**config.mk**
```make
export PLATFORM = sky130hd
export DESIGN_NAME = ocp_output_clock_control_pair
export DESIGN_NICKNAME = d
export VERILOG_FILES = /design/src/design/ocp_pkg.sv /design/src/design/ocp_output_clock_control_pair.sv /design/src/design/ocp_ctrl_reg.sv /design/src/design/ocp_output_path.sv
export SDC_FILE = /design/constraint.sdc
export NUM_CORES = 1
export LEC_CHECK = 0
export ABC_AREA = 1
export BUFFER_PORTS_ARGS = -buffer_cell sky130_fd_sc_hd__buf_2
export CELL_PAD_IN_SITES_DETAIL_PLACEMENT = 0
export CELL_PAD_IN_SITES_GLOBAL_PLACEMENT = 2
export CORE_UTILIZATION = 27
export CTS_CLUSTER_DIAMETER = 40
export CTS_CLUSTER_SIZE = 24
export DETAILED_ROUTE_END_ITERATION = 10
export PLACE_DENSITY = 0.83
export RECOVER_POWER = 50
export SLEW_MARGIN = 30
export SYNTH_ARGS = -nofsm -noshare
export SYNTH_HDL_FRONTEND = slang
export SYNTH_SLANG_ARGS = --single-unit
export TNS_END_PERCENT = 100
```
**constraint.sdc**
```tcl
create_clock -name clk -period 1.1 [get_ports clk]
set_input_delay 0.165 -clock clk [delete_from_list [all_inputs] [get_ports clk]]
set_output_delay 0.165 -clock clk [all_outputs]
set_load 0.02 [all_outputs]
```
**src/design/ocp_pkg.sv**
```systemverilog
// Constants and helpers shared by the output clock control pair
package ocp_pkg;

	//--------------------------------------------------------------
	// Register map and widths
	//--------------------------------------------------------------
	localparam int        REG_WIDTH              = 8;
	localparam int        ADDR_WIDTH             = 8;
	localparam logic [7:0] THIRD_OUTPUT_CONTROL  = 8'h12;
	localparam logic [7:0] FOURTH_OUTPUT_CONTROL = 8'h13;
	localparam logic [7:0] CONTROL_RESET         = 8'h00;
	localparam logic [7:0] UNMAPPED_READ         = 8'h00;

	//--------------------------------------------------------------
	// Field positions
	//--------------------------------------------------------------
	localparam int POWER_DOWN_BIT   = 7;
	localparam int INTEGER_MODE_BIT = 6;
	localparam int LOOP_SELECT_BIT  = 5;
	localparam int INVERT_BIT       = 4;
	localparam int SOURCE_MSB       = 3;
	localparam int SOURCE_LSB       = 2;

	//--------------------------------------------------------------
	// Output source encoding
	//--------------------------------------------------------------
	typedef enum logic [1:0]
	{
		OCP_SRC_CRYSTAL   = 2'h0,
		OCP_SRC_REFERENCE = 2'h1,
		OCP_SRC_RESERVED  = 2'h2,
		OCP_SRC_DIVIDER   = 2'h3
	} ocp_source_t;

	function automatic ocp_source_t ocpSourceOf(input logic [7:0] control);
		ocpSourceOf = ocp_source_t'(control[SOURCE_MSB:SOURCE_LSB]);
	endfunction

endpackage

```
**src/design/ocp_output_clock_control_pair.sv**
```systemverilog
// Control registers and output paths for the third and fourth output clocks
//
// Operation
// - Third output bit 7 set powers its driver down; clear powers it up.
// - Fourth output bit 7 set powers its driver down; clear keeps it powered.
// - Bit 6 picks divider mode: 0 fractional, 1 integer.
// - Bit 5 picks divider reference: 0 first loop, 1 second loop.
// - Bit 4 set drives the inverted clock; clear passes it unchanged.
// - Source 00 routes the crystal straight to the output.
// - Source 01 routes the external reference input straight to the output.
// - Source 11 drives the output from its own output divider.
// - Fourth output bits 3:2 choose which source drives it.
module ocp_output_clock_control_pair
	import ocp_pkg::*;
(
	input  wire logic                  clk,
	input  wire logic                  rst_n,
	input  wire logic                  regSelect,
	input  wire logic                  regWrite,
	input  wire logic [ADDR_WIDTH-1:0] regAddr,
	input  wire logic [REG_WIDTH-1:0]  regWriteData,
	output logic      [REG_WIDTH-1:0]  regReadData,
	output logic                       regReadValid,
	input  wire logic                  crystalClock,
	input  wire logic                  referenceClock,
	input  wire logic                  thirdDividerClock,
	input  wire logic                  fourthDividerClock,
	output logic                       thirdOutputClock,
	output logic                       fourthOutputClock,
	output logic                       thirdOutputDriverEnable,
	output logic                       fourthOutputDriverEnable,
	output logic                       thirdDividerIntegerMode,
	output logic                       fourthDividerIntegerMode,
	output logic                       thirdDividerLoopSelect,
	output logic                       fourthDividerLoopSelect
);

	//--------------------------------------------------------------
	// Address decode
	//--------------------------------------------------------------
	logic [7:0] thirdOutputControl;
	logic [7:0] fourthOutputControl;
	logic       hitThird;
	logic       hitFourth;
	logic       writeThird;
	logic       writeFourth;
	logic       readAccess;
	logic [7:0] next_regReadData;

	assign hitThird    = regAddr == THIRD_OUTPUT_CONTROL;
	assign hitFourth   = regAddr == FOURTH_OUTPUT_CONTROL;
	assign writeThird  = regSelect && regWrite && hitThird;
	assign writeFourth = regSelect && regWrite && hitFourth;
	assign readAccess  = regSelect && !regWrite;

	assign next_regReadData = hitThird  ? thirdOutputControl :
	                          hitFourth ? fourthOutputControl :
	                                      UNMAPPED_READ;

	//--------------------------------------------------------------
	// Control registers
	//--------------------------------------------------------------
	ocp_ctrl_reg thirdReg
	(
		.clk         (clk),
		.rst_n       (rst_n),
		.writeEnable (writeThird),
		.writeData   (regWriteData),
		.value       (thirdOutputControl)
	);

	ocp_ctrl_reg fourthReg
	(
		.clk         (clk),
		.rst_n       (rst_n),
		.writeEnable (writeFourth),
		.writeData   (regWriteData),
		.value       (fourthOutputControl)
	);

	//--------------------------------------------------------------
	// Read port
	//--------------------------------------------------------------
	always_ff @(posedge clk or negedge rst_n)
	begin
		if (!rst_n)
		begin
			regReadData  <= UNMAPPED_READ;
			regReadValid <= 1'b0;
		end
		else
		begin
			regReadValid <= readAccess;
			if (readAccess)
				regReadData <= next_regReadData;
		end
	end

	//--------------------------------------------------------------
	// Divider controls
	//--------------------------------------------------------------
	assign thirdDividerIntegerMode  = thirdOutputControl[INTEGER_MODE_BIT];
	assign fourthDividerIntegerMode = fourthOutputControl[INTEGER_MODE_BIT];
	assign thirdDividerLoopSelect   = thirdOutputControl[LOOP_SELECT_BIT];
	assign fourthDividerLoopSelect  = fourthOutputControl[LOOP_SELECT_BIT];

	//--------------------------------------------------------------
	// Output paths
	//--------------------------------------------------------------
	// Third output: power-down, polarity and source
	ocp_output_path thirdPath
	(
		.crystalClock   (crystalClock),
		.referenceClock (referenceClock),
		.dividerClock   (thirdDividerClock),
		.control        (thirdOutputControl),
		.outputClock    (thirdOutputClock),
		.driverEnable   (thirdOutputDriverEnable)
	);

	// Fourth output shares the same source encoding
	ocp_output_path fourthPath
	(
		.crystalClock   (crystalClock),
		.referenceClock (referenceClock),
		.dividerClock   (fourthDividerClock),
		.control        (fourthOutputControl),
		.outputClock    (fourthOutputClock),
		.driverEnable   (fourthOutputDriverEnable)
	);

	//--------------------------------------------------------------
	// Checks
	//--------------------------------------------------------------
	ocp_source_t thirdSource;
	ocp_source_t fourthSource;

	assign thirdSource  = ocpSourceOf(thirdOutputControl);
	assign fourthSource = ocpSourceOf(fourthOutputControl);

	a_third_power_down: assert property (
		@(posedge clk) disable iff (!rst_n)
		writeThird |=> (thirdOutputDriverEnable == !$past(regWriteData[POWER_DOWN_BIT]))
		               && (thirdOutputDriverEnable || !thirdOutputClock)
	) else $error("third driver enable does not follow power-down bit");

	a_fourth_power_down: assert property (
		@(posedge clk) disable iff (!rst_n)
		writeFourth ##1 fourthOutputControl[POWER_DOWN_BIT]
		|-> !fourthOutputDriverEnable && !fourthOutputClock
	) else $error("fourth output active while powered down");

	a_divider_mode_write: assert property (
		@(posedge clk) disable iff (!rst_n)
		writeThird |=> thirdDividerIntegerMode == $past(regWriteData[INTEGER_MODE_BIT])
	) else $error("third divider mode not taken from write");

	a_divider_mode_hold: assert property (
		@(posedge clk) disable iff (!rst_n)
		!writeFourth |=> $stable(fourthDividerIntegerMode)
	) else $error("fourth divider mode changed without a write");

	a_loop_select_write: assert property (
		@(posedge clk) disable iff (!rst_n)
		writeFourth |=> fourthDividerLoopSelect == $past(regWriteData[LOOP_SELECT_BIT])
		                && fourthDividerIntegerMode == $past(regWriteData[INTEGER_MODE_BIT])
	) else $error("fourth divider controls not taken from write");

	a_crystal_bypass: assert property (
		@(posedge clk) disable iff (!rst_n)
		(thirdSource == OCP_SRC_CRYSTAL && thirdOutputDriverEnable)
		|-> thirdOutputClock == (crystalClock ^ thirdOutputControl[INVERT_BIT])
	) else $error("third output not following crystal");

	a_reference_bypass: assert property (
		@(posedge clk) disable iff (!rst_n)
		(thirdSource == OCP_SRC_REFERENCE && thirdOutputDriverEnable)
		|-> thirdOutputClock == (referenceClock ^ thirdOutputControl[INVERT_BIT])
	) else $error("third output not following reference input");

	a_divider_source: assert property (
		@(posedge clk) disable iff (!rst_n)
		(thirdSource == OCP_SRC_DIVIDER && thirdOutputDriverEnable)
		|-> thirdOutputClock == (thirdDividerClock ^ thirdOutputControl[INVERT_BIT])
	) else $error("third output not following its divider");

	a_output_invert: assert property (
		@(posedge clk) disable iff (!rst_n)
		(fourthSource == OCP_SRC_DIVIDER && fourthOutputDriverEnable && fourthOutputControl[INVERT_BIT])
		|-> fourthOutputClock != fourthDividerClock
	) else $error("fourth output not inverted");

	a_fourth_source: assert property (
		@(posedge clk) disable iff (!rst_n)
		(fourthOutputDriverEnable && !fourthOutputControl[INVERT_BIT])
		|-> fourthOutputClock == ((fourthSource == OCP_SRC_CRYSTAL)   ? crystalClock :
		                          (fourthSource == OCP_SRC_REFERENCE) ? referenceClock :
		                          (fourthSource == OCP_SRC_DIVIDER)   ? fourthDividerClock : 1'b0)
	) else $error("fourth output source mismatch");

	a_read_back: assert property (
		@(posedge clk) disable iff (!rst_n)
		(readAccess && hitFourth) |=> regReadValid && regReadData == fourthOutputControl
	) else $error("fourth register read back wrong");

	//--------------------------------------------------------------
	// Hold, symmetry and read port checks
	//--------------------------------------------------------------

	a_third_mode_hold: assert property (
		@(posedge clk) disable iff (!rst_n)
		!writeThird |=> $stable(thirdDividerIntegerMode)
	) else $error("third divider mode changed without a write");

	a_third_loop_write: assert property (
		@(posedge clk) disable iff (!rst_n)
		writeThird |=> thirdDividerLoopSelect == $past(regWriteData[LOOP_SELECT_BIT])
	) else $error("third divider reference not taken from write");

	a_loop_select_hold: assert property (
		@(posedge clk) disable iff (!rst_n)
		(!writeThird && !writeFourth)
		|=> $stable(thirdDividerLoopSelect) && $stable(fourthDividerLoopSelect)
	) else $error("divider reference changed without a write");

	a_fourth_driver_write: assert property (
		@(posedge clk) disable iff (!rst_n)
		writeFourth |=> fourthOutputDriverEnable == !$past(regWriteData[POWER_DOWN_BIT])
	) else $error("fourth driver enable does not follow power-down bit");

	a_third_driver_hold: assert property (
		@(posedge clk) disable iff (!rst_n)
		!writeThird |=> $stable(thirdOutputDriverEnable)
	) else $error("third driver enable changed without a write");

	a_fourth_driver_hold: assert property (
		@(posedge clk) disable iff (!rst_n)
		!writeFourth |=> $stable(fourthOutputDriverEnable)
	) else $error("fourth driver enable changed without a write");

	a_third_invert: assert property (
		@(posedge clk) disable iff (!rst_n)
		(thirdSource == OCP_SRC_DIVIDER && thirdOutputDriverEnable && thirdOutputControl[INVERT_BIT])
		|-> thirdOutputClock != thirdDividerClock
	) else $error("third output not inverted");

	a_fourth_crystal: assert property (
		@(posedge clk) disable iff (!rst_n)
		(fourthSource == OCP_SRC_CRYSTAL && fourthOutputDriverEnable)
		|-> fourthOutputClock == (crystalClock ^ fourthOutputControl[INVERT_BIT])
	) else $error("fourth output not following crystal");

	a_fourth_reference: assert property (
		@(posedge clk) disable iff (!rst_n)
		(fourthSource == OCP_SRC_REFERENCE && fourthOutputDriverEnable)
		|-> fourthOutputClock == (referenceClock ^ fourthOutputControl[INVERT_BIT])
	) else $error("fourth output not following reference input");

	a_fourth_divider: assert property (
		@(posedge clk) disable iff (!rst_n)
		(fourthSource == OCP_SRC_DIVIDER && fourthOutputDriverEnable)
		|-> fourthOutputClock == (fourthDividerClock ^ fourthOutputControl[INVERT_BIT])
	) else $error("fourth output not following its divider");

	a_reserved_third: assert property (
		@(posedge clk) disable iff (!rst_n)
		writeThird |=> thirdOutputControl[SOURCE_LSB-1:0] == $past(regWriteData[SOURCE_LSB-1:0])
	) else $error("third reserved bits not stored");

	a_reserved_fourth: assert property (
		@(posedge clk) disable iff (!rst_n)
		writeFourth |=> fourthOutputControl[SOURCE_LSB-1:0] == $past(regWriteData[SOURCE_LSB-1:0])
	) else $error("fourth reserved bits not stored");

	a_fourth_source_hold: assert property (
		@(posedge clk) disable iff (!rst_n)
		!writeFourth |=> $stable(fourthSource)
	) else $error("fourth source changed without a write");

	a_third_source_hold: assert property (
		@(posedge clk) disable iff (!rst_n)
		!writeThird |=> $stable(thirdSource)
	) else $error("third source changed without a write");

	a_read_valid: assert property (
		@(posedge clk) disable iff (!rst_n)
		readAccess |=> regReadValid
	) else $error("read not answered in the next cycle");

	a_read_valid_low: assert property (
		@(posedge clk) disable iff (!rst_n)
		!readAccess |=> !regReadValid
	) else $error("read valid raised without a read");

	a_read_third: assert property (
		@(posedge clk) disable iff (!rst_n)
		(readAccess && hitThird) |=> regReadValid && regReadData == thirdOutputControl
	) else $error("third register read back wrong");

	a_read_data_hold: assert property (
		@(posedge clk) disable iff (!rst_n)
		!readAccess |=> $stable(regReadData)
	) else $error("read data changed without a read");

endmodule

```
**src/design/ocp_ctrl_reg.sv**
```systemverilog
// One 8-bit read/write output control register
module ocp_ctrl_reg
	import ocp_pkg::*;
(
	input  wire logic       clk,
	input  wire logic       rst_n,
	input  wire logic       writeEnable,
	input  wire logic [7:0] writeData,
	output logic      [7:0] value
);

	// Reserved bits are stored as written so software can preserve them
	always_ff @(posedge clk or negedge rst_n)
	begin
		if (!rst_n)
			value <= CONTROL_RESET;
		else if (writeEnable)
			value <= writeData;
	end

endmodule

```
**src/design/ocp_output_path.sv**
```systemverilog
// Source select, inversion and driver power-down for one output clock
module ocp_output_path
	import ocp_pkg::*;
(
	input  wire logic       crystalClock,
	input  wire logic       referenceClock,
	input  wire logic       dividerClock,
	input  wire logic [7:0] control,
	output logic            outputClock,
	output logic            driverEnable
);

	ocp_source_t source;
	logic        selectedClock;
	logic        polarityClock;
	logic        powerDown;

	assign source = ocpSourceOf(control);
	assign powerDown = control[POWER_DOWN_BIT];

	// Reserved source code gives a quiet output, low unless bit 4 inverts it high
	always_comb
	begin
		unique case (source)
			OCP_SRC_CRYSTAL:   selectedClock = crystalClock;
			OCP_SRC_REFERENCE: selectedClock = referenceClock;
			OCP_SRC_RESERVED:  selectedClock = 1'b0;
			OCP_SRC_DIVIDER:   selectedClock = dividerClock;
		endcase
	end

	assign polarityClock = selectedClock ^ control[INVERT_BIT];
	assign driverEnable  = !powerDown;
	assign outputClock   = polarityClock & !powerDown;

endmodule

```
### Word-level counts from Yosys, hierarchy flattened

Index checks and enable logic that the tools add are counted.

* multiplexer cells: 4
* eq/ne operators: 8
* reduce and logical (&&, ||, !) cells: 9
* bitwise logic cells: 4

Operators by type and width (count)
* $eq A8 B5 Y1 const B: 2
* $mux W8: 2
* $eq A2 B2 Y1 const B: 4
* $pmux W1 S4: 2
* $eq A2 B1 Y1 const B: 2
* $logic_and A1 B1 Y1: 4
* $logic_not A2 Y1: 2
* $logic_not A1 Y1: 3
* $and A1 B1 Y1: 2
* $xor A1 B1 Y1: 2

* word-level logic and storage cells: 29
* output and inout port bits: 17
* input bits: 24
* register bits after elaboration: 25

### Logic depth before layout (Yosys ltp)

* word-level depth: 4
* depth in mapped cells: 8
* depth with buffers taken out: 7

### Modules after synthesis

A second synthesis with hierarchy kept.

* cells, all modules: 176
* area, all modules: 1382.6 um^2

By module, submodules not included
* ocp_output_clock_control_pair: seq. area each 225.2 um^2, area an instance 644.4 um^2, instances 1, cells an instance 80
* ocp_ctrl_reg: seq. area each 200.2 um^2, area an instance 305.3 um^2, instances 2, cells an instance 34
* ocp_output_path: seq. area each 0.0 um^2, area an instance 63.8 um^2, instances 2, cells an instance 14

### Worst setup path before layout

Ideal clock, no wire load.

* kind: register to output
* start point: reg thirdReg.value[3]
* end point: out thirdOutputClock
* buffers on the path: 0
* stages on the path, launching flop included: 5
* required time: 935 ps
* setup slack: -24 ps
* data arrival time: 959 ps
* cell sequence: dfrtp_1 > nand3b_1 > nand3_1 > nor2_1 > nor2_1

* cells in the longest elaborated chain, start to end: 4
* elaborated cells between the ends (all ways): 7
* those cells by class: eq/ne: 3; mux: 1; bitwise: 2; reduce/logical: 1

Ends and longest elaborated chain
* from (decl): line ocp_ctrl_reg.sv:9 `output logic [7:0] value`
* from (signal assigned): line ocp_ctrl_reg.sv:18 `value <= writeData;`
* $eq A2 B2 Y1, or another cell as far along: line ocp_output_path.sv:24 `unique case (source)`
* $pmux W1 S4 *: line ocp_output_path.sv:24
* $xor A1 B1 Y1 *: line ocp_output_path.sv:32 `assign polarityClock = selectedClock ^ control[INVERT_BIT];`
* $and A1 B1 Y1 *: line ocp_output_path.sv:34 `assign outputClock = polarityClock & !powerDown;`
* to (decl): line ocp_output_clock_control_pair.sv:28 `output logic thirdOutputClock,`

Every way passes the cells marked *; elsewhere a longest branch is shown, timed or not.

### Final worst setup path

* start point: reg fourthReg.value[2]
* end point: out fourthOutputClock

* cells in the longest elaborated chain, start to end: 4
* elaborated cells between the ends (all ways): 7
* those cells by class: eq/ne: 3; mux: 1; bitwise: 2; reduce/logical: 1

Ends and longest elaborated chain
* from (decl): line ocp_ctrl_reg.sv:9
* from (signal assigned): line ocp_ctrl_reg.sv:18
* $eq A2 B2 Y1, or another cell as far along: line ocp_output_path.sv:24
* $pmux W1 S4 *: line ocp_output_path.sv:24
* $xor A1 B1 Y1 *: line ocp_output_path.sv:32
* $and A1 B1 Y1 *: line ocp_output_path.sv:34
* to (decl): line ocp_output_clock_control_pair.sv:29 `output logic fourthOutputClock,`

Marks and branches as above.

==> results.md <==
- Status: complete, but fails checks
- Failing checks: setup timing
- DR vias/cell: 4.239
- WP data arrival: 1.24 ns
- Setup violators final: 3
- Max-cap viol count: 0
- Seq pwr share: between 50% and 60%
- WL final: 2941 um
- Core area: 0.004474 sq mm
- Register bit total from synthesis: 25
- Worst min path class: input pin to flop
- Maximum vdd drop: 0.0003580 V
- Total CTS buffers: 3
- Worst Tran Pin Value: approximately 0.60 ns
- Slack of the critical path: -0.3095 ns
- CTS tree: yes
- Die Area: ~0.0050 sq mm
- CP max FO: 4
- Launch point of the critical path: fourthReg.value[2]
- RSZ-0062 raised after global routing: yes
- Top cell type's share of synthesized area: 48.73%
- Highest clock rate: 709.4 MHz
- Cell area after placement: approximately 0.0016 sq mm
- Setup crit start kind: flop
- Fraction of layout cells with a size suffix above 1: between 30% and 40%
- Share of the yosys chip area belonging to registers: roughly half
- Critical-path cell list: nand3_1 > nand3_2 > nand2_1 > nand2_1 > nor2_2 > buf_6
- Pint: 1294 uW
- Final-stage net count: 249
- # placed instances: 266
- Total power: 1719 uW
- Drt wl/cell: 10.66 um
- Slew Viols, Final: 0
- Initial detailed-routing violation count: 37
- Switch Pwr: 425.2 uW
- Pwr Density: 986.5 mW/mm^2
- DRC violations left: 0
- Largest net degree at the start of global routing: 26
- Via count: 1,170
- Synthesized area: 0.001284 sq mm
- IO buf count: 40
- Clk_skew: 0.008475 ns
- Clock sinks: 25
- Grt ovf: 0
- Crit end category: primary output
- Final cell count without fillers: 276
- Hold path depth: 3
- Gr usage total: around an eighth
- Syn Inst Count: between 150 and 200
- Distinct cell type count after synthesis: 16
- Die Wd: roughly 71 um
- Pleak: between 0.001 and 0.0015 uW
- CTS max path bufs: 2
- DP HPWL: 2335 um
- Layout area overhead: 35.77%
- H-tree levels: 1
- Final Hold Fails: 0
- Tcrit/Tclk final: 128.1%
- Vias in the first global route: about 1,100
- Max incr delay on CP: 0.43 ns
- Antenna-violating nets left: 0
- Crit path max-delay cell type: dfrtp_1
- Worst rel slew slack: 59.88%
- Yosys warns: 0
- Initial antenna violation count: 0
- Die Ht: 70.96 um
- Post-synth top area cell: dfrtp_1
- CP Class: flop to primary output
- Initial Util: 28.69%
- GPL Wtd Cong: 0.7241
- Syn avg cell area: 7.828 sq um
- Tmin final: about 1.4 ns
- TritonRoute pass-1 iters: 6
- Combinational Power Share: 13.3%
- First-pass GRT wire length: approximately 5200 um
- Post-synth net total: 188
- Synth area leaders: dfrtp_1, nand2_1, nand3_1
- Root buf cell: clkbuf_8
- Place WS: -0.03609 ns
- Hold wc startpoint: regWriteData[5]
- Worst endpoint required time: 0.94 ns
- Clock Latency Late Sink: 0.27 ns
- Worst-path clk slew: 0.09 ns
- Rows: 24
- Setup TNS: -0.5971 ns
- Post-Layout Inst Area: around 0.0017 sq mm
- Worst-case reg-to-reg path depth: 5
- Power share of the clock group: 31.2%
- Sw Share: between 20% and 30%
- CP most frequent cell: nand2_1
- R2R Path Start: fourthReg.value[2]
- N_diodes: 0
- IO Pins: 41
## worst paths after layout
check / end / slack (ns)
worst min register to register: regReadData[7] / 0.48
worst min-delay path: thirdReg.value[5] / 0.11
max in group asynchronous: regReadData[3] / 0.27
worst max register to register: regReadData[2] / 0.18
worst max-delay path: fourthOutputClock / -0.31
min in group asynchronous: thirdReg.value[3] / 0.43
## power by group through the flow
stage	registers (uW)	clock network, uW	logic (uW)
after floorplan	977	0	90.2
after global placement	974	0	210
after detailed placement	973	0	210
after CTS	955	557	225
after global routing	958	608	258
final	955	536	228
## kinds of logic after synthesis
family          count (synthesis)  synth area share (%)
simple gates                  117                 42.30
compound gates                  8                 3.704
buf+inv                        14                 5.263
flops                          25                 48.73
## cells in the mapped netlist, drive strengths merged
master	count
inv	12
nor2	11
o21ai	8
nand2	82
nand4	1
buf	2
dfrtp	25
nand3	22
nand3b	1
## worst max-delay path, delay by kind of cell, from the launching register on
kind	cells	cell delay, ns
flip-flops	1	0.43
AND/OR/NAND/NOR	5	0.43
buffers and inverters	1	0.12
## per-layer routing
metal / up-vias / track usage, % / wire length (um)
li1: 635 / - / -
met1: 506 / 19.15 / 1502
met2: 29 / 19.87 / 1312
met3: 0 / 2.707 / 127
met4: 0 / 2.667 / 0
met5: - / 0 / 0
## layout by cell type (no fill, tap or decap), types with 2 or more instances in the layout
| cell type | Yosys | routed |
|---|---|---|
| inv_1 | 11 | 8 |
| nand3_2 | 0 | 3 |
| nand3_1 | 22 | 19 |
| o21ai_2 | 2 | 2 |
| o21ai_0 | 6 | 6 |
| nand2_2 | 3 | 3 |
| nor2_2 | 1 | 3 |
| inv_2 | 1 | 4 |
| clkbuf_8 | 0 | 3 |
| nand2_1 | 78 | 79 |
| buf_6 | 2 | 4 |
| buf_4 | 0 | 14 |
| buf_2 | 0 | 35 |
| nor2_4 | 4 | 4 |
| dfrtp_1 | 25 | 25 |
| nor2_1 | 5 | 4 |
## registers in the layout (all words and copies together) (netlist names)
register and count:
thirdReg.value 8, regReadData 8, regReadValid 1, fourthReg.value 8
## cell type report
cell class	count	area, sq um
timing repair buffer	58	371.6
clock buffer	3	41.29
tap	52	65.06
clock inverter	1	7.507
inverter	12	45.04
sequential	25	625.6
multi-input combinational	125	586.8
fill	451	2731
## repair_timing
action / CTS / global route
hold buffers: 1 / 0
gates resized for setup: 8 / 6
pin swaps: 3 / 1
setup endpoints to repair: 3 / 4
hold endpoints to repair: 25 / 0
setup buffers: 2 / 3
## per-stage QoR
step	hold slack (ns)	utilization, %
after floorplan	-0.1306	-
after global placement	0.1897	36.52
after detailed placement	0.1863	36.52
after CTS	0.1046	38.51
after global routing	0.1062	38.95
final	0.1100	38.95
Note: power is estimated with default switching activity, not from simulation.
